<file path="src/pmu_params.svh">
// Constants of the sleep sequencer: timing, register map, fields, defaults
`ifndef PMU_PARAMS_SVH
`define PMU_PARAMS_SVH

`define CLK_PERIOD_NS     10
`define STEP_DELAY_NS     2000000
`define BOOT_DELAY_NS     15000000
`define SLEEP_GATE_NS     1000000000
`define STEP_CYCLES       ((`STEP_DELAY_NS + `CLK_PERIOD_NS - 1) / `CLK_PERIOD_NS)
`define BOOT_CYCLES       ((`BOOT_DELAY_NS + `CLK_PERIOD_NS - 1) / `CLK_PERIOD_NS)
`define SLEEP_GATE_CYCLES ((`SLEEP_GATE_NS + `CLK_PERIOD_NS - 1) / `CLK_PERIOD_NS)
`define TMR_W             27

`define ADDR_W            7
`define REG_BUCK3_VOLTAGE 7'h00
`define REG_SLEEP_LEVEL   7'h09
`define REG_CONV_ENABLE   7'h0A
`define REG_COMP_CONTROL  7'h0B
`define REG_IRQ_ENABLE    7'h0C
`define REG_IRQ_STATUS    7'h0D
`define REG_SLEEP_POL     7'h0E

`define EN_BUCK1_BIT      0
`define EN_BUCK2_BIT      1
`define HYST_X2_BIT       7
`define THRESH_W          7
`define POL_BIT           0
`define REG_SLEEP_BIT     1
`define IRQ_W             5

`define RST_SLEEP_LEVEL   8'h1E
`define RST_CONV_ENABLE   8'h03
`define RST_COMP_CONTROL  8'h19
`define RST_IRQ_ENABLE    8'h10
`define RST_SLEEP_POL     8'h00
`define B3_CODE_1V2       8'h32
`define B3_CODE_1V0       8'h1E

`define SPI_FRAME_BITS    16
`endif

</file>
<file path="src/pmu_pkg.sv">
// Types shared by the sequencer, its timer and its serial port
`include "pmu_params.svh"
package pmu_pkg;
    typedef enum logic [7:0] {
        S_FAULT   = 8'h01,
        S_BOOT    = 8'h02,
        S_POWERUP = 8'h04,
        S_ACTIVE  = 8'h08,
        S_SLP_B3  = 8'h10,
        S_SLP_B2  = 8'h20,
        S_SLEEP   = 8'h40,
        S_WAKE    = 8'h80
    } seq_state_e;

    typedef struct packed {
        logic [7:0] buck3_voltage;
        logic [7:0] sleep_level;
        logic [7:0] converter_enable;
        logic [7:0] comparator_control;
        logic [7:0] irq_enable;
        logic [7:0] regulator_sleep_polarity;
    } regs_s;

    typedef struct packed {
        logic       sleep_req;
        logic       sel_b2;
        logic       sel_b3;
        logic       undervoltage_lockout;
        logic       overvoltage_lockout;
        logic       thermal_shutdown;
        logic [3:0] pgood;
        logic       cmp_above;
    } pins_s;

    typedef struct packed {
        logic [`TMR_W-1:0] count;
        logic              done;
    } timer_s;

    typedef struct packed {
        logic [2:0]          sync1;
        logic [2:0]          sync2;
        logic                sclk_q;
        logic [4:0]          bitcnt;
        logic [15:0]         shift;
        logic [`ADDR_W-1:0]  addr;
        logic [7:0]          wdata;
        logic                wr;
        logic                miso;
    } spi_s;
endpackage

</file>
<file path="src/pmu_sleep_sequencer_irq.sv">
// Power sequencing, sleep entry and exit, supervision and interrupt pin
//
// How it works
// - Sleep: Buck3 to level, 2ms, Buck2, 2ms, Buck1
// - Sleep pin high disables Bucks1/2, Buck3 sleeps
// - Sleep pin ignored for one second after power-up
// - Bucks1/2 already off: Buck3 keeps its setting
// - Wake: Buck1, 2ms, then Buck2 and Buck3
// - Sleep stops clocks, Buck3 pulse-frequency only
// - Select pins choose Buck2 and Buck3 startup levels
// - Select pins sampled only during startup
// - Undervoltage: all bucks off, reset, rerun power-up
// - Overvoltage: everything off, reset, rerun power-up
// - Overtemperature: reset, all off, restart fresh
// - Status register live, never cleared by read
// - Five conditions: four outputs and comparator
// - Enable register gates status and interrupt
// - Status read leaves interrupt pin unchanged
// - Threshold code defaults to 0x19
// - Polarity bit selects interrupt pin sense
// - Control bit doubles comparator hysteresis
// - Reset pin restores every register default
`timescale 1ns/100ps
`include "pmu_params.svh"
module pmu_sleep_sequencer_irq #(
    parameter int BOOT_CYCLES       = `BOOT_CYCLES,
    parameter int STEP_CYCLES       = `STEP_CYCLES,
    parameter int SLEEP_GATE_CYCLES = `SLEEP_GATE_CYCLES
) (
    input  wire logic                 CLK,                    // 100 MHz clock
    input  wire logic                 ARST_N,                 // Reset pin, active low
    input  wire logic                 SPI_SCLK,               // Serial clock
    input  wire logic                 SPI_CS_N,               // Serial select, active low
    input  wire logic                 SPI_MOSI,               // Serial data in
    output logic                      SPI_MISO,               // Serial data out
    input  wire logic                 SLEEP_REQUEST_PIN,      // Sleep request
    input  wire logic                 BUCK2_VOLTAGE_SELECT,   // Buck2 level strap
    input  wire logic                 BUCK3_VOLTAGE_SELECT,   // Buck3 level strap
    input  wire logic                 UNDERVOLTAGE_LOCKOUT,   // Supply too low
    input  wire logic                 OVERVOLTAGE_LOCKOUT,    // Supply too high
    input  wire logic                 THERMAL_SHUTDOWN,       // Die too hot
    input  wire logic [3:0]           PGOOD,                  // Over flag level: B1,B2,B3,LDO
    input  wire logic                 COMPARATOR_INPUT_ABOVE, // Comparator above threshold
    output logic                      BUCK1_EN,               // Buck1 enable
    output logic                      BUCK2_EN,               // Buck2 enable
    output logic                      BUCK3_EN,               // Buck3 enable
    output logic                      LDO_EN,                 // Regulator enable
    output logic [7:0]                BUCK3_CODE,             // Buck3 level code
    output logic                      BUCK2_HIGH,             // Buck2 at upper level
    output logic                      PULSE_FREQUENCY_MODE,   // Buck3 restricted mode
    output logic                      CLOCKS_STOP,            // Internal clocks off
    output logic [`THRESH_W-1:0]      COMP_THRESHOLD,         // Threshold code
    output logic                      COMP_HYST_DOUBLE,       // Double hysteresis
    output logic                      IRQ_PIN                 // Interrupt pin level
);
    typedef struct packed {
        pmu_pkg::seq_state_e state;
        pmu_pkg::regs_s      regs;
        pmu_pkg::pins_s      sync1;
        pmu_pkg::pins_s      sync2;
        logic [1:0]          up_step;
        logic                ldo_on;
        logic                b1_live;
        logic                b2_live;
        logic                b3_live;
        logic                b3_sleep;
        logic                b2_high;
        logic [`IRQ_W-1:0]   status;
        logic                o_b1;
        logic                o_b2;
        logic                o_b3;
        logic                o_ldo;
        logic [7:0]          o_code;
        logic                o_lp;
        logic                o_irq;
    } top_s;

    top_s s;
    top_s next_s;
    pmu_pkg::pins_s p;
    logic                ld_step;
    logic                ld_gate;
    logic [`TMR_W-1:0]   step_len;
    logic                step_done;
    logic                gate_done;
    logic [`ADDR_W-1:0]  addr;
    logic [7:0]          wdata;
    logic                wr;
    logic [7:0]          rdata;
    logic                fault;
    logic                req;

    function automatic pmu_pkg::regs_s reg_defaults();
        pmu_pkg::regs_s r;
        r.buck3_voltage            = `B3_CODE_1V2;
        r.sleep_level              = `RST_SLEEP_LEVEL;
        r.converter_enable         = `RST_CONV_ENABLE;
        r.comparator_control       = `RST_COMP_CONTROL;
        r.irq_enable               = `RST_IRQ_ENABLE;
        r.regulator_sleep_polarity = `RST_SLEEP_POL;
        return r;
    endfunction

    // Status is reloaded every cycle from the masked inputs, so reads have no side effect
    function automatic logic [7:0] read_reg(input logic [`ADDR_W-1:0] a, input pmu_pkg::regs_s r,
                                            input logic [`IRQ_W-1:0] st);
        case (a)
            `REG_BUCK3_VOLTAGE: read_reg = r.buck3_voltage;
            `REG_SLEEP_LEVEL:   read_reg = r.sleep_level;
            `REG_CONV_ENABLE:   read_reg = r.converter_enable;
            `REG_COMP_CONTROL:  read_reg = r.comparator_control;
            `REG_IRQ_ENABLE:    read_reg = r.irq_enable;
            `REG_IRQ_STATUS:    read_reg = 8'(st);
            `REG_SLEEP_POL:     read_reg = r.regulator_sleep_polarity;
            default:            read_reg = 8'h00;
        endcase
    endfunction

    ////////////////////////////////////////////////////////////////////////////
    spi_regport u_spi (
        .clk    (CLK),
        .arst_n (ARST_N),
        .sclk   (SPI_SCLK),
        .cs_n   (SPI_CS_N),
        .mosi   (SPI_MOSI),
        .rdata  (rdata),
        .miso   (SPI_MISO),
        .addr   (addr),
        .wdata  (wdata),
        .wr     (wr)
    );

    step_timer u_step (
        .clk    (CLK),
        .arst_n (ARST_N),
        .load   (ld_step),
        .cycles (step_len),
        .done   (step_done)
    );

    step_timer u_gate (
        .clk    (CLK),
        .arst_n (ARST_N),
        .load   (ld_gate),
        .cycles (`TMR_W'(SLEEP_GATE_CYCLES)),
        .done   (gate_done)
    );

    assign rdata = read_reg(addr, s.regs, s.status);

    ////////////////////////////////////////////////////////////////////////////
    always_comb begin
        next_s = s;
        ld_step = 1'b0;
        ld_gate = 1'b0;
        step_len = `TMR_W'(STEP_CYCLES);
        p = s.sync2;
        next_s.sync1 = '{SLEEP_REQUEST_PIN, BUCK2_VOLTAGE_SELECT, BUCK3_VOLTAGE_SELECT,
                         UNDERVOLTAGE_LOCKOUT, OVERVOLTAGE_LOCKOUT, THERMAL_SHUTDOWN,
                         PGOOD, COMPARATOR_INPUT_ABOVE};
        next_s.sync2 = s.sync1;
        fault = p.undervoltage_lockout | p.overvoltage_lockout | p.thermal_shutdown;
        req = p.sleep_req & gate_done;
        next_s.status = {p.cmp_above, p.pgood} & s.regs.irq_enable[`IRQ_W-1:0];
        if (wr && s.state != pmu_pkg::S_FAULT) begin
            case (addr)
                `REG_BUCK3_VOLTAGE: next_s.regs.buck3_voltage = wdata;
                `REG_SLEEP_LEVEL:   next_s.regs.sleep_level = wdata;
                `REG_CONV_ENABLE:   next_s.regs.converter_enable = wdata;
                `REG_COMP_CONTROL:  next_s.regs.comparator_control = wdata;
                `REG_IRQ_ENABLE:    next_s.regs.irq_enable = wdata;
                `REG_SLEEP_POL:     next_s.regs.regulator_sleep_polarity = wdata;
                default:            next_s.regs = s.regs;
            endcase
        end
        case (s.state)
            pmu_pkg::S_FAULT: begin
                step_len = `TMR_W'(BOOT_CYCLES);
                ld_step = 1'b1;
                ld_gate = 1'b1;
                next_s.state = pmu_pkg::S_BOOT;
            end
            pmu_pkg::S_BOOT: begin
                if (step_done) begin
                    next_s.ldo_on = 1'b1;
                    next_s.b2_high = p.sel_b2;
                    next_s.regs.buck3_voltage = p.sel_b3 ? `B3_CODE_1V2 : `B3_CODE_1V0;
                    next_s.up_step = 2'd0;
                    ld_step = 1'b1;
                    next_s.state = pmu_pkg::S_POWERUP;
                end
            end
            pmu_pkg::S_POWERUP: begin
                if (step_done) begin
                    next_s.up_step = s.up_step + 2'd1;
                    case (s.up_step)
                        2'd0:    next_s.b1_live = 1'b1;
                        2'd1:    next_s.b2_live = 1'b1;
                        default: next_s.b3_live = 1'b1;
                    endcase
                    if (s.up_step == 2'd2) begin
                        next_s.state = pmu_pkg::S_ACTIVE;
                    end else begin
                        ld_step = 1'b1;
                    end
                end
            end
            pmu_pkg::S_ACTIVE: begin
                if (req) begin
                    if (!s.regs.converter_enable[`EN_BUCK1_BIT] && !s.regs.converter_enable[`EN_BUCK2_BIT]) begin
                        next_s.b1_live = 1'b0;
                        next_s.b2_live = 1'b0;
                        next_s.state = pmu_pkg::S_SLEEP;
                    end else begin
                        next_s.b3_sleep = 1'b1;
                        ld_step = 1'b1;
                        next_s.state = pmu_pkg::S_SLP_B3;
                    end
                end
            end
            pmu_pkg::S_SLP_B3: begin
                if (step_done) begin
                    next_s.b2_live = 1'b0;
                    ld_step = 1'b1;
                    next_s.state = pmu_pkg::S_SLP_B2;
                end
            end
            pmu_pkg::S_SLP_B2: begin
                if (step_done) begin
                    next_s.b1_live = 1'b0;
                    next_s.state = pmu_pkg::S_SLEEP;
                end
            end
            pmu_pkg::S_SLEEP: begin
                if (!p.sleep_req) begin
                    next_s.b1_live = 1'b1;
                    ld_step = 1'b1;
                    next_s.state = pmu_pkg::S_WAKE;
                end
            end
            pmu_pkg::S_WAKE: begin
                if (step_done) begin
                    next_s.b2_live = 1'b1;
                    next_s.b3_sleep = 1'b0;
                    next_s.state = pmu_pkg::S_ACTIVE;
                end
            end
            default: begin
                next_s.state = pmu_pkg::S_FAULT;
            end
        endcase
        if (fault) begin
            next_s.state = pmu_pkg::S_FAULT;
            next_s.regs = reg_defaults();
            next_s.up_step = 2'd0;
            next_s.b1_live = 1'b0;
            next_s.b2_live = 1'b0;
            next_s.b3_live = 1'b0;
            next_s.b3_sleep = 1'b0;
            // Undervoltage alone leaves the regulator running
            next_s.ldo_on = s.ldo_on & ~(p.overvoltage_lockout | p.thermal_shutdown);
        end
        next_s.o_b1 = next_s.b1_live & next_s.regs.converter_enable[`EN_BUCK1_BIT];
        next_s.o_b2 = next_s.b2_live & next_s.regs.converter_enable[`EN_BUCK2_BIT];
        next_s.o_b3 = next_s.b3_live;
        next_s.o_ldo = next_s.ldo_on;
        next_s.o_code = next_s.b3_sleep ? next_s.regs.sleep_level : next_s.regs.buck3_voltage;
        next_s.o_lp = (next_s.state == pmu_pkg::S_SLEEP) |
                      next_s.regs.regulator_sleep_polarity[`REG_SLEEP_BIT];
        next_s.o_irq = s.regs.regulator_sleep_polarity[`POL_BIT] ? (|s.status) : ~(|s.status);
    end

    always_ff @(posedge CLK or negedge ARST_N) begin
        if (!ARST_N) begin
            s <= '{state: pmu_pkg::S_FAULT, regs: reg_defaults(), o_irq: 1'b1, default: '0};
        end else begin
            s <= next_s;
        end
    end

    assign BUCK1_EN = s.o_b1;
    assign BUCK2_EN = s.o_b2;
    assign BUCK3_EN = s.o_b3;
    assign LDO_EN = s.o_ldo;
    assign BUCK3_CODE = s.o_code;
    assign BUCK2_HIGH = s.b2_high;
    assign PULSE_FREQUENCY_MODE = s.o_lp;
    assign CLOCKS_STOP = s.o_lp;
    assign IRQ_PIN = s.o_irq;
    assign COMP_THRESHOLD = s.regs.comparator_control[`THRESH_W-1:0];
    assign COMP_HYST_DOUBLE = s.regs.comparator_control[`HYST_X2_BIT];
endmodule // pmu_sleep_sequencer_irq

</file>
<file path="src/step_timer.sv">
// Down-counter that reports expiry of a loaded cycle count
`timescale 1ns/100ps
`include "pmu_params.svh"
module step_timer (
    input  wire logic              clk,    // System clock
    input  wire logic              arst_n, // Async reset
    input  wire logic              load,   // Start a new count
    input  wire logic [`TMR_W-1:0] cycles, // Count to load
    output logic                   done    // Count has expired
);
    pmu_pkg::timer_s s;
    pmu_pkg::timer_s n;

    always_comb begin
        n = s;
        if (load) begin
            n.count = cycles;
        end else if (s.count != '0) begin
            n.count = s.count - `TMR_W'(1);
        end
        n.done = (n.count == '0);
    end

    always_ff @(posedge clk or negedge arst_n) begin
        if (!arst_n) begin
            s <= '0;
        end else begin
            s <= n;
        end
    end

    assign done = s.done;
endmodule // step_timer

</file>
<file path="src/spi_regport.sv">
// Serial register port: 16-bit frames, rw bit, 7-bit address, 8-bit data
`timescale 1ns/100ps
`include "pmu_params.svh"
module spi_regport (
    input  wire logic               clk,    // System clock
    input  wire logic               arst_n, // Async reset
    input  wire logic               sclk,   // Serial clock pin
    input  wire logic               cs_n,   // Chip select pin
    input  wire logic               mosi,   // Serial data in pin
    input  wire logic [7:0]         rdata,  // Read value for addr
    output logic                    miso,   // Serial data out
    output logic [`ADDR_W-1:0]      addr,   // Frame address
    output logic [7:0]              wdata,  // Write data
    output logic                    wr      // Write strobe pulse
);
    pmu_pkg::spi_s s;
    pmu_pkg::spi_s n;
    logic rise;
    logic fall;
    logic [15:0] word;

    always_comb begin
        n = s;
        n.sync1 = {mosi, cs_n, sclk};
        n.sync2 = s.sync1;
        n.sclk_q = s.sync2[0];
        n.wr = 1'b0;
        rise = s.sync2[0] & ~s.sclk_q;
        fall = ~s.sync2[0] & s.sclk_q;
        word = {s.shift[14:0], s.sync2[2]};
        if (s.sync2[1]) begin
            n.bitcnt = '0;
        end else if (rise) begin
            n.shift = word;
            n.bitcnt = s.bitcnt + 5'h01;
            if (s.bitcnt == 5'h07) begin
                n.addr = word[`ADDR_W-1:0];
            end
            // Frame of 16 bits with rw low commits a write
            if (s.bitcnt == 5'(`SPI_FRAME_BITS - 1) && !word[15]) begin
                n.wr = 1'b1;
                n.wdata = word[7:0];
            end
        end else if (fall && s.bitcnt[3] && !s.bitcnt[4]) begin
            n.miso = rdata[~s.bitcnt[2:0]];
        end
    end

    always_ff @(posedge clk or negedge arst_n) begin
        if (!arst_n) begin
            s <= '0;
        end else begin
            s <= n;
        end
    end

    assign miso = s.miso;
    assign addr = s.addr;
    assign wdata = s.wdata;
    assign wr = s.wr;
endmodule // spi_regport

</file>
<file path="config.mk">
export PLATFORM = sky130hd
export DESIGN_NAME = pmu_sleep_sequencer_irq
export DESIGN_NICKNAME = d
export VERILOG_FILES = /design/src/pmu_pkg.sv /design/src/pmu_sleep_sequencer_irq.sv /design/src/step_timer.sv /design/src/spi_regport.sv
export VERILOG_INCLUDE_DIRS = /design/src /design/src/src
export SDC_FILE = /design/constraint.sdc
export NUM_CORES = 1
export LEC_CHECK = 0
export BUFFER_PORTS_ARGS = -buffer_cell sky130_fd_sc_hd__buf_2
export CAP_MARGIN = 20
export CELL_PAD_IN_SITES_DETAIL_PLACEMENT = 0
export CELL_PAD_IN_SITES_GLOBAL_PLACEMENT = 1
export CORE_AREA = 5 5 167 169
export CTS_CLUSTER_SIZE = 14
export DETAILED_ROUTE_END_ITERATION = 8
export DIE_AREA = 0 0 172 174
export HOLD_SLACK_MARGIN = 0.02
export PLACE_DENSITY_LB_ADDON = 0.1
export REMOVE_ABC_BUFFERS = 1
export SKIP_CTS_REPAIR_TIMING = 1
export SYNTH_ARGS = -nofsm -noshare
export SYNTH_HDL_FRONTEND = slang
export SYNTH_HIERARCHICAL = 1
export SYNTH_SLANG_ARGS = --single-unit
</file>
<file path="constraint.sdc">
create_clock -name CLK -period 5.04 [get_ports CLK]
set_input_delay 0.504 -clock CLK [delete_from_list [all_inputs] [get_ports CLK]]
set_output_delay 0.504 -clock CLK [all_outputs]
set_load 0.005 [all_outputs]
</file>
==> impl_results.md, run 1 <==
- Status: finished, violations left
- Failing checks: hold timing
- RSZ-0062 raised after global routing: no
- Via count: 7387
- Startpoint types: flop
- Die area: approximately 0.030 mm^2
- Clock skew: around 0.011 ns
- Worst-path clk slew: 0.06 ns
- GP Congestion: approximately 0.84
- Antenna-violating nets left: 0
- Asr flop ratio synth: 1.00
- Die X-Extent: 172 um
- Number of max-cap violations: 0
- P_leak: 0.00497 uW
- Mapped Area: 0.0103 mm^2
- Initial antenna violation count: 0
- Final Util: 0.441
- Top Ports: 41
- Most used DFF post-synth: dfrtp_1
- Min Tclk post-route: about 3.6 ns
- WL final: between 20000 and 30000 um
- Slew margin rel.: 0.451
- Number of flops mapped to enable cells by yosys: 0
- Total power: 4060 uW
- Maximum vdd drop: between 0.2 and 0.3 mV
- Largest net degree at the start of global routing: 105
- R2r worst-path depth: 11
- Initial core utilization: 0.390
- Crit path max fanout: 21
- CTS root buf: clkbuf_16
- Power per cell area: ~350 mW/mm^2
- Post-route insts no fill: 1373
- Max Clk Rate: 275 MHz
- P&R area growth vs syn: 13.0%
- Number of synthesized register bits: 203
- Cells after DPL: 1328
- Crit share post-route: 0.721
- DRC viols: 0
- Sink Count: between 200 and 250
- Buffers added on ports: 40
- Hold/Removal Path Class: in -> async
- Skew-Pair Late Insertion Delay: approximately 0.52 ns
- Final setup violation count: 0
- H-tree lvl count: 1
- Req. time, crit path: 5.47 ns
- ANT cells: 0
- CTS tree: built
- First-pass GRT wire length: 41900 um
- Synth warn: 6
- Router iterations before antenna repair: 5
- CTS Buf Count: 25
- Maximum root-to-sink buffer count: 3
- Initial drt markers: roughly 470
- DR vias/cell: ~5.4
- Ratio of cells with drive above 1 in the final layout: 0.187
- CP Class: reg -> reg
- Cells after Synth: between 900 and 1000
- Slew @ Worst Pin: 0.816 ns
- Avg Cell Area, Syn: around 11 um^2
- CP arrival: 4.06 ns
- Fin. max-slew vios: 0
- Setup TNS: 0 ns
- Final Hold Fails: 2
- Vias in the first global route: approximately 7400
- Site row count: 60
- CP endpoint kind: flop
- Seq/Total Area, Yosys: 0.495
- Chip Height: 174 um
- Core Area: 0.0264 mm^2
- GRT Overall Usage: 0.172
- Wire per inst: 18.4 um
- Layout net count: 1039
- Hpwl dp: between 15000 and 20000 um
- # fillers: between 2000 and 3000
- Post-synth cell types: 80
- Grt ovf: 0
- Hold Slack: -0.000375 ns
[metrics by stage]
step                      hold WS, ns  area, um^2  setup WS, ns
after floorplan                 0.208       10000         0.600
after global placement          0.332       10700          1.51
after detailed placement        0.335       10700          1.44
after CTS                      0.0317       11700          1.42
after global routing           0.0531       11700          1.03
final                       -0.000375       11700          1.40
[flip-flops by register name, indices dropped and copies added (netlist names), 4 cells and up]
name	count
u_spi/addr	7
s	58
u_step/s	27
next_s	11
u_spi/wdata	8
u_gate/s	27
BUCK3_CODE	8
p	11
COMP_THRESHOLD	7
u_spi/s	23
u_spi/n	4
[synthesized netlist by cell type (all sizes together) (16+ instances only)]
cell type  number  area, um^2
nand2          85         319
or4            20         169
o31ai          16         120
nor3           26         169
buf            46         352
dfrtp         188        4700
a21oi          20         100
a22oi          18         135
or3            23         144
nor2           95         357
o21ai          41         213
clkbuf         29         109
nor4           27         226
nand3          23         135
mux2           44         507
mux2i          50         500
a31oi          17         106
inv            17        63.8
[power by group]
group          switching, uW  internal [uW]  total [uW]
logic                    168            118         286
registers               93.3           1720        1820
clock network            718           1240        1960
[per-layer routing]
metal  vias to the layer above  routed length [um]  global-route usage
met1                      3650               12300               0.254
met2                       129               11400               0.267
met3                        42                 902              0.0223
li1                       3566                   -                   -
met4                         0                 698              0.0459
met5                         -                   0                   0
[critical path, cell delays in order (launching register included)]
cell,delay [ns]
dfrtp_1,0.51
nor4_2,0.51
nand2_1,0.43
inv_1,0.21
nor2_1,0.07
nand3_1,0.16
inv_1,0.06
buf_4,0.21
mux2_2,0.30
or4_1,0.50
or3_1,0.33
nor4_2,0.23
[path summary, 6_finish.rpt]
kind	from	to	slack [ns]
worst min-delay path	ARST_N	s[25]	-0.0004
worst max-delay path	s[102]	u_step/done	1.40
worst min register to register	next_s[34]	p[7]	0.34
max in group asynchronous	ARST_N	u_step/s[21]	3.99
worst max register to register	s[102]	u_step/done	1.40
min in group CLK	BUCK2_VOLTAGE_SELECT	next_s[36]	0.08
[logic make-up (layout without fill, tap and decap cells)]
family,count (synthesis),after routing,synth area share
AO/OA/AOI/OAI,163,163,0.113
buffers and inverters,92,112,0.0508
multiplexers,95,95,0.0999
other,2,44,0.000728
flip-flops,203,203,0.495
XOR/XNOR,28,28,0.0238
AND/OR/NAND/NOR,378,378,0.207
adder cells (fa/ha/maj),9,9,0.0109
[cell usage in the layout (no fill, tap or decap), types with 5 or more instances in the layout]
| cell type | n |
|---|---|
| a21oi_1 | 20 |
| nand4_1 | 14 |
| a31oi_1 | 17 |
| ha_1 | 9 |
| bufinv_16 | 5 |
| dfstp_2 | 15 |
| or2_2 | 5 |
| and3_1 | 5 |
| or4_4 | 5 |
| conb_1 | 44 |
| or3_1 | 23 |
| inv_1 | 17 |
| mux2_2 | 40 |
| or4_1 | 15 |
| o31ai_1 | 16 |
| xnor2_1 | 13 |
| a22oi_1 | 18 |
| clkinvlp_4 | 5 |
| nor2b_1 | 8 |
| clkbuf_16 | 25 |
| nor4_1 | 22 |
| and4_1 | 6 |
| nand3_1 | 19 |
| o41ai_1 | 10 |
| dfrtp_1 | 188 |
| nand2_1 | 85 |
| nand2b_1 | 8 |
| clkbuf_8 | 5 |
| xor2_1 | 15 |
| buf_2 | 39 |
| buf_4 | 9 |
| o21ai_0 | 38 |
| nor2_1 | 95 |
| and2_1 | 6 |
| mux2i_1 | 50 |
| nor3_1 | 21 |
[area by class of cell]
class	count	area, um^2	area share
clock buffer	30	694	0.0596
timing repair buffer	50	298	0.0256
clock inverter	15	220	0.0189
multi-input combinational	717	4850	0.416
tap	341	427	0.0366
inverter	17	63.8	0.00548
sequential	203	5100	0.438
Note: power is estimated with default switching activity, not from simulation.
==> inputs of run 2 (changes only) <==
clock period = 3.1 ns   (was 5.04 ns; I/O delays follow)
==> run 2 against run 1 <==
Effect of this change: the flow finishes with violations (setup timing); non-clock buffer count up 117; total power increased by 60%; first-iteration DRC count is 6.4% higher; clock skew increased by 0.00068 ns; routed wire length rose by 4.1%; final cell count grew 8.5%; clock power is 49% higher; flip-flop and latch count is the same; global-route usage is 0.50 points higher; sequential power increased by 60%; maximum frequency up 16%; critical endpoint unchanged.
==> impl_results.md, run 2 (synthesized netlist as in run 1, its figures left out) <==
- Status: finished, violations left
- First-pass GRT wire length: roughly 43000 um
- Die area: 0.0299 mm^2
- Most frequent cells in the layout: 188 x dfrtp_1, 107 x buf_4, 95 x nor2_1, 85 x nand2_1, 50 x mux2i_1
- Largest net degree at the start of global routing: 107
- Hold/Removal Path Class: reg -> reg
- Max stage delay on crit path: roughly 0.55 ns
- H-tree lvl count: 1
- Area of the multi-input gates: 0.00495 mm^2
- Final Hold Fails: 0
- Site row count: 60
- Number of max-cap violations: 0
- Clock skew: 0.0117 ns
- Maximum root-to-sink buffer count: 3
- Antenna-violating nets left: 0
- Min Tclk post-route: 3.13 ns
- Final worst slack: -0.0296 ns
- Chip Height: 174 um
- Req. time, crit path: 3.52 ns
- CP cell instances: or4_4 -> or3_4 -> buf_6 -> nor4_4 -> buf_4 -> mux2_4 -> o21ai_2 -> or4_1 -> or3_1 -> nor4_2
- CTS Buf Count: 25
- Worst-path clk slew: 0.06 ns
- Crit path to: u_step/done
- Grt ovf: 0
- Final setup violation count: 1
- Crit share post-route: 1.01
- Hpwl dp: 19100 um
- R2r setup slk: -0.03 ns
- CP endpoint kind: flop
- Fin. max-slew vios: 0
- R2r worst-path depth: 10
- Failing checks: setup timing
- Total power: 6490 uW
- Register area: 0.00510 mm^2
- Crit path depth: 10
- Placed instance area: 0.0115 mm^2
- Vias in the first global route: approximately 7700
- Crit path max fanout: 8
- Startpoint types: flop
- Initial drt markers: 498
- DRC viols: 0
- CP startpoint: u_step/s[12]
- GP Congestion: approximately 0.84
- WL final: about 26000 um
- FF-to-FF Start: u_step/s[12]
- CP delay by family, top: simple AND/OR/NAND/NOR gates
- Top Registers: s (58), u_gate/s (27), u_step/s (27)
- P_leak: 0.00552 uW
- Commonest non-fill, non-tap cell in the layout: dfrtp_1
- # fillers: 2515
- Layout net count: ~1200
- CTS tree: built
- Maximum vdd drop: about 0.54 mV
- GRT Overall Usage: 0.177
- Initial core utilization: 0.390
- Core Area: 0.0264 mm^2
- DR vias/cell: 5.22
- CP Class: reg -> reg
- Wire per inst: ~18 um
- Initial antenna violation count: 0
- Die X-Extent: 172 um
- Max Clk Rate: around 320 MHz
- Router iterations before antenna repair: 6
- Via count: 7774
- Crit-path slowest cell: or4_4
- WP buf/inv: 2
- Max FFs per register: 58
- Skew-Pair Late Insertion Delay: 0.51 ns
- Slew @ Worst Pin: 0.808 ns
- Buffers added on ports: 40
- Top Ports: 41
- CP arrival: 3.55 ns
- Ratio of cells with drive above 1 in the final layout: 0.265
- Register with the most flip-flops: s
- R2R Path End: u_step/done
- Power per cell area: 514 mW/mm^2
- Design area: 0.0126 mm^2
- CTS root buf: clkbuf_16
- P&R area growth vs syn: 22.4%
- Slew margin rel.: 0.461
- ANT cells: 0
- Sink Count: 203
- RSZ-0062 raised after global routing: yes
==> run 2: cell types whose count changed in the layout (fill, tap and decap cells not counted), moves of 6 or more <==
cell	before	now
buf_4	9	107
nor4_1	22	15
dlygate4sd3_1	0	15
clkbuf_1	0	6
nor4_2	2	8
==> run 2: how the worst min path moves through the flow <==
| stage | start | endpoint | slack, ns | cells after the start |
|---|---|---|---|---|
| 2_1_floorplan | ARST_N | BUCK1_EN | 0.01 | 0 |
| 3_3_place_gp | u_spi/n[40] | u_spi/s[40] | 0.33 | 0 |
| 3_5_place_dp | next_s[28] | p[1] | 0.33 | 0 |
| 4_1_cts | COMPARATOR_INPUT_ABOVE | next_s[27] | -0.12 | 1 |
| 5_1_grt | next_s[28] | p[1] | 0.35 | 0 |
| 6_report | next_s[28] | p[1] | 0.35 | 0 |
==> run 2: through the flow <==
stage | util | hold slack [ns] | worst slack [ns] | instances | TNS [ns]
floorplan | - | 0.0144 | -1.34 | 937 | -5.89
global placement | 0.435 | 0.332 | -0.108 | 1427 | -0.108
detailed placement | 0.435 | 0.335 | -0.123 | 1427 | -0.123
CTS | 0.467 | -0.121 | -0.154 | 1472 | -0.154
global route | 0.478 | 0.350 | -0.116 | 1490 | -0.116
finish | 0.478 | 0.346 | -0.0296 | 1490 | -0.0296
==> run 2: cell type report <==
| class | count | area share |
|---|---|---|
| Tap cell | 341 | 0.0338 |
| Inverter | 17 | 0.00506 |
| Clock buffer | 38 | 0.0590 |
| Sequential cell | 203 | 0.404 |
| Multi-Input combinational cell | 717 | 0.393 |
| Timing Repair Buffer | 167 | 0.0981 |
| Clock inverter | 7 | 0.00744 |
==> run 2: power by group <==
| group | internal (uW) | switching, uW | leakage [uW] |
|---|---|---|---|
| Clock | 1810 | 1110 | 0.000406 |
| Combinational | 299 | 348 | 0.00256 |
| Sequential | 2800 | 117 | 0.00256 |
| Total | 4920 | 1580 | 0.00552 |
==> run 2: metal layers <==
layer / share of wire / global-route usage
met2: 0.46 / 0.273
met5: 0 / 0
met4: 0.018 / 0.0370
met1: 0.49 / 0.267
met3: 0.037 / 0.0232
==> inputs of run 3 (changes only) <==
--- a/config.mk
+++ b/config.mk
@@ -18,3 +18,2 @@
 export PLACE_DENSITY_LB_ADDON = 0.1
-export REMOVE_ABC_BUFFERS = 1
 export SKIP_CTS_REPAIR_TIMING = 1
==> constraint.sdc (replaced) <==
create_clock -name CLK -period 3.1 [get_ports CLK]
set_input_delay 0.775 -clock CLK [delete_from_list [all_inputs] [get_ports CLK]]
set_output_delay 0.775 -clock CLK [all_outputs]
set_load 0.005 [all_outputs]
==> run 3 against run 2 <==
Effect of this change: the flow still finishes with violations (setup timing); die area did not move; clock power is 2% higher; worst setup slack got worse by 0.027 ns; global-route usage rose by 0.78 points; final cell count fell by 0.54%; largest power group unchanged; highest routed layer unchanged.
==> impl_results.md, run 3 (synthesized netlist as in run 1, its figures left out) <==
- Status: finished, violations left
- Failing checks: setup timing
- Antenna-violating nets left: 0
- Clock skew: around 0.017 ns
- Min Tclk post-route: 3.16 ns
- Hold/Removal Path Class: in -> async
- Slew @ Worst Pin: 0.765 ns
- Skew-Pair Late Insertion Delay: about 0.53 ns
- CTS Buf Count: 25
- Commonest non-fill, non-tap cell in the layout: dfrtp_1
- Via count: 7830
- CP arrival: 3.59 ns
- Initial drt markers: roughly 500
- CP Class: reg -> reg
- Final setup violation count: 1
- DR vias/cell: 5.28
- Placed instance area: 0.0116 mm^2
- Buffers added on ports: 40
- CTS tree: built
- Final worst slack: -0.0568 ns
- Sink Count: 203
- Fin. max-slew vios: 0
- P&R area growth vs syn: 21.3%
- CP delay by family, top: simple AND/OR/NAND/NOR gates
- Final Hold Fails: 0
- Crit path max fanout: 5
- Slew margin rel.: 0.483
- Top Registers: s (58), u_gate/s (27), u_step/s (27)
- Initial core utilization: 0.390
- Max stage delay on crit path: 0.55 ns
- Site row count: 60
- GRT Overall Usage: 0.185
- Ratio of cells with drive above 1 in the final layout: 0.273
- Top Ports: 41
- Startpoint types: flop
- RSZ-0062 raised after global routing: yes
- WL final: 27500 um
- Req. time, crit path: about 3.5 ns
- First-pass GRT wire length: ~45000 um
- Maximum root-to-sink buffer count: 3
- Crit share post-route: 1.02
- GP Congestion: between 0.8 and 0.9
- Chip Height: 174 um
- Max FFs per register: 58
- Setup TNS: -0.0568 ns
- Design area: 0.0125 mm^2
- Layout net count: 1149
- Hpwl dp: 19700 um
- Largest net degree at the start of global routing: 86
- Vias in the first global route: 8074
- Worst-path clk slew: 0.06 ns
- Register with the most flip-flops: s
- Maximum vdd drop: 0.498 mV
- ANT cells: 0
- Most frequent cells in the layout: 188 x dfrtp_1, 117 x buf_4, 95 x nor2_1, 85 x nand2_1, 50 x mux2i_1
- CTS root buf: clkbuf_16
- CP endpoint kind: flop
- P_leak: 0.00551 uW
- DRC viols: 0
- Power per cell area: 524 mW/mm^2
- Number of max-cap violations: 0
- Die area: 0.0299 mm^2
- WP buf/inv: 0
- Max Clk Rate: 317 MHz
- Wire per inst: approximately 19 um
- Initial antenna violation count: 0
- Crit-path slowest cell: or4_4
- # fillers: between 2000 and 2500
- Core Area: between 0.02 and 0.03 mm^2
- CP cell instances: or4_4 -> or3_4 -> nor4_4 -> mux2_4 -> o21ai_2 -> or4_1 -> or3_1 -> nor4_2
- H-tree lvl count: 1
- Router iterations before antenna repair: 5
- Die X-Extent: between 150 and 200 um
- Grt ovf: 0
[run 3: path summary, 6_finish.rpt]
path | start | endpoint | slack, ns | depth (start not counted)
max in group asynchronous | ARST_N | s[74] | 2.02 | 2
min in group CLK | PGOOD[2] | next_s[30] | 0.34 | 1
worst min-delay path | ARST_N | u_step/s[24] | 0.27 | 1
worst max register to register | u_step/s[12] | u_step/done | -0.06 | 8
worst max-delay path | u_step/s[12] | u_step/done | -0.06 | 8
worst min register to register | u_spi/n[39] | u_spi/n[38] | 0.35 | 0
[run 3: power breakdown]
group	internal [uW]	total, uW	switching (uW)	leakage, uW
clock network	1860	2990	1140	0.000433
registers	2800	2920	117	0.00256
logic	291	640	349	0.00252
total	4950	6550	1600	0.00551
[run 3: metrics by stage]
| stage | std cells | total power, uW | hold WS (ns) | util | setup WS, ns |
|---|---|---|---|---|---|
| after global placement | 1434 | 3600 | 0.334 | 0.438 | -0.0611 |
| after CTS | 1478 | 6640 | 0.273 | 0.470 | -0.150 |
| after global routing | 1482 | 6850 | 0.304 | 0.473 | -0.177 |
| after detailed placement | 1434 | 3600 | 0.335 | 0.438 | -0.135 |
| final | 1482 | 6550 | 0.273 | 0.473 | -0.0568 |
| after floorplan | 1012 | 3280 | 0.331 | - | -0.0855 |
[run 3: routing by layer]
metal	global-route usage	up-vias	wire length (um)
li1	-	3784	-
met1	0.274	3850	13400
met2	0.289	155	12400
met3	0.0250	41	1110
met4	0.0409	0	551
met5	0	-	0
[run 3: final cells by class]
| cell class | count | area (um^2) | area share |
|---|---|---|---|
| well taps | 341 | 427 | 0.0341 |
| clock buffers | 36 | 757 | 0.0605 |
| repair buffers | 160 | 1140 | 0.0911 |
| clock inverters | 8 | 105 | 0.00840 |
| multi-input cells | 717 | 4920 | 0.393 |
| inverters | 17 | 67.6 | 0.00540 |
| flip-flops and latches | 203 | 5100 | 0.408 |
[run 3: worst register-to-register path: stages (launching register included)]
cell and delay, ns:
dfrtp_1 0.39, or4_4 0.55, or3_4 0.41, nor4_4 0.39, mux2_4 0.22, o21ai_2 0.05
or4_1 0.47, or3_1 0.34, nor4_2 0.24
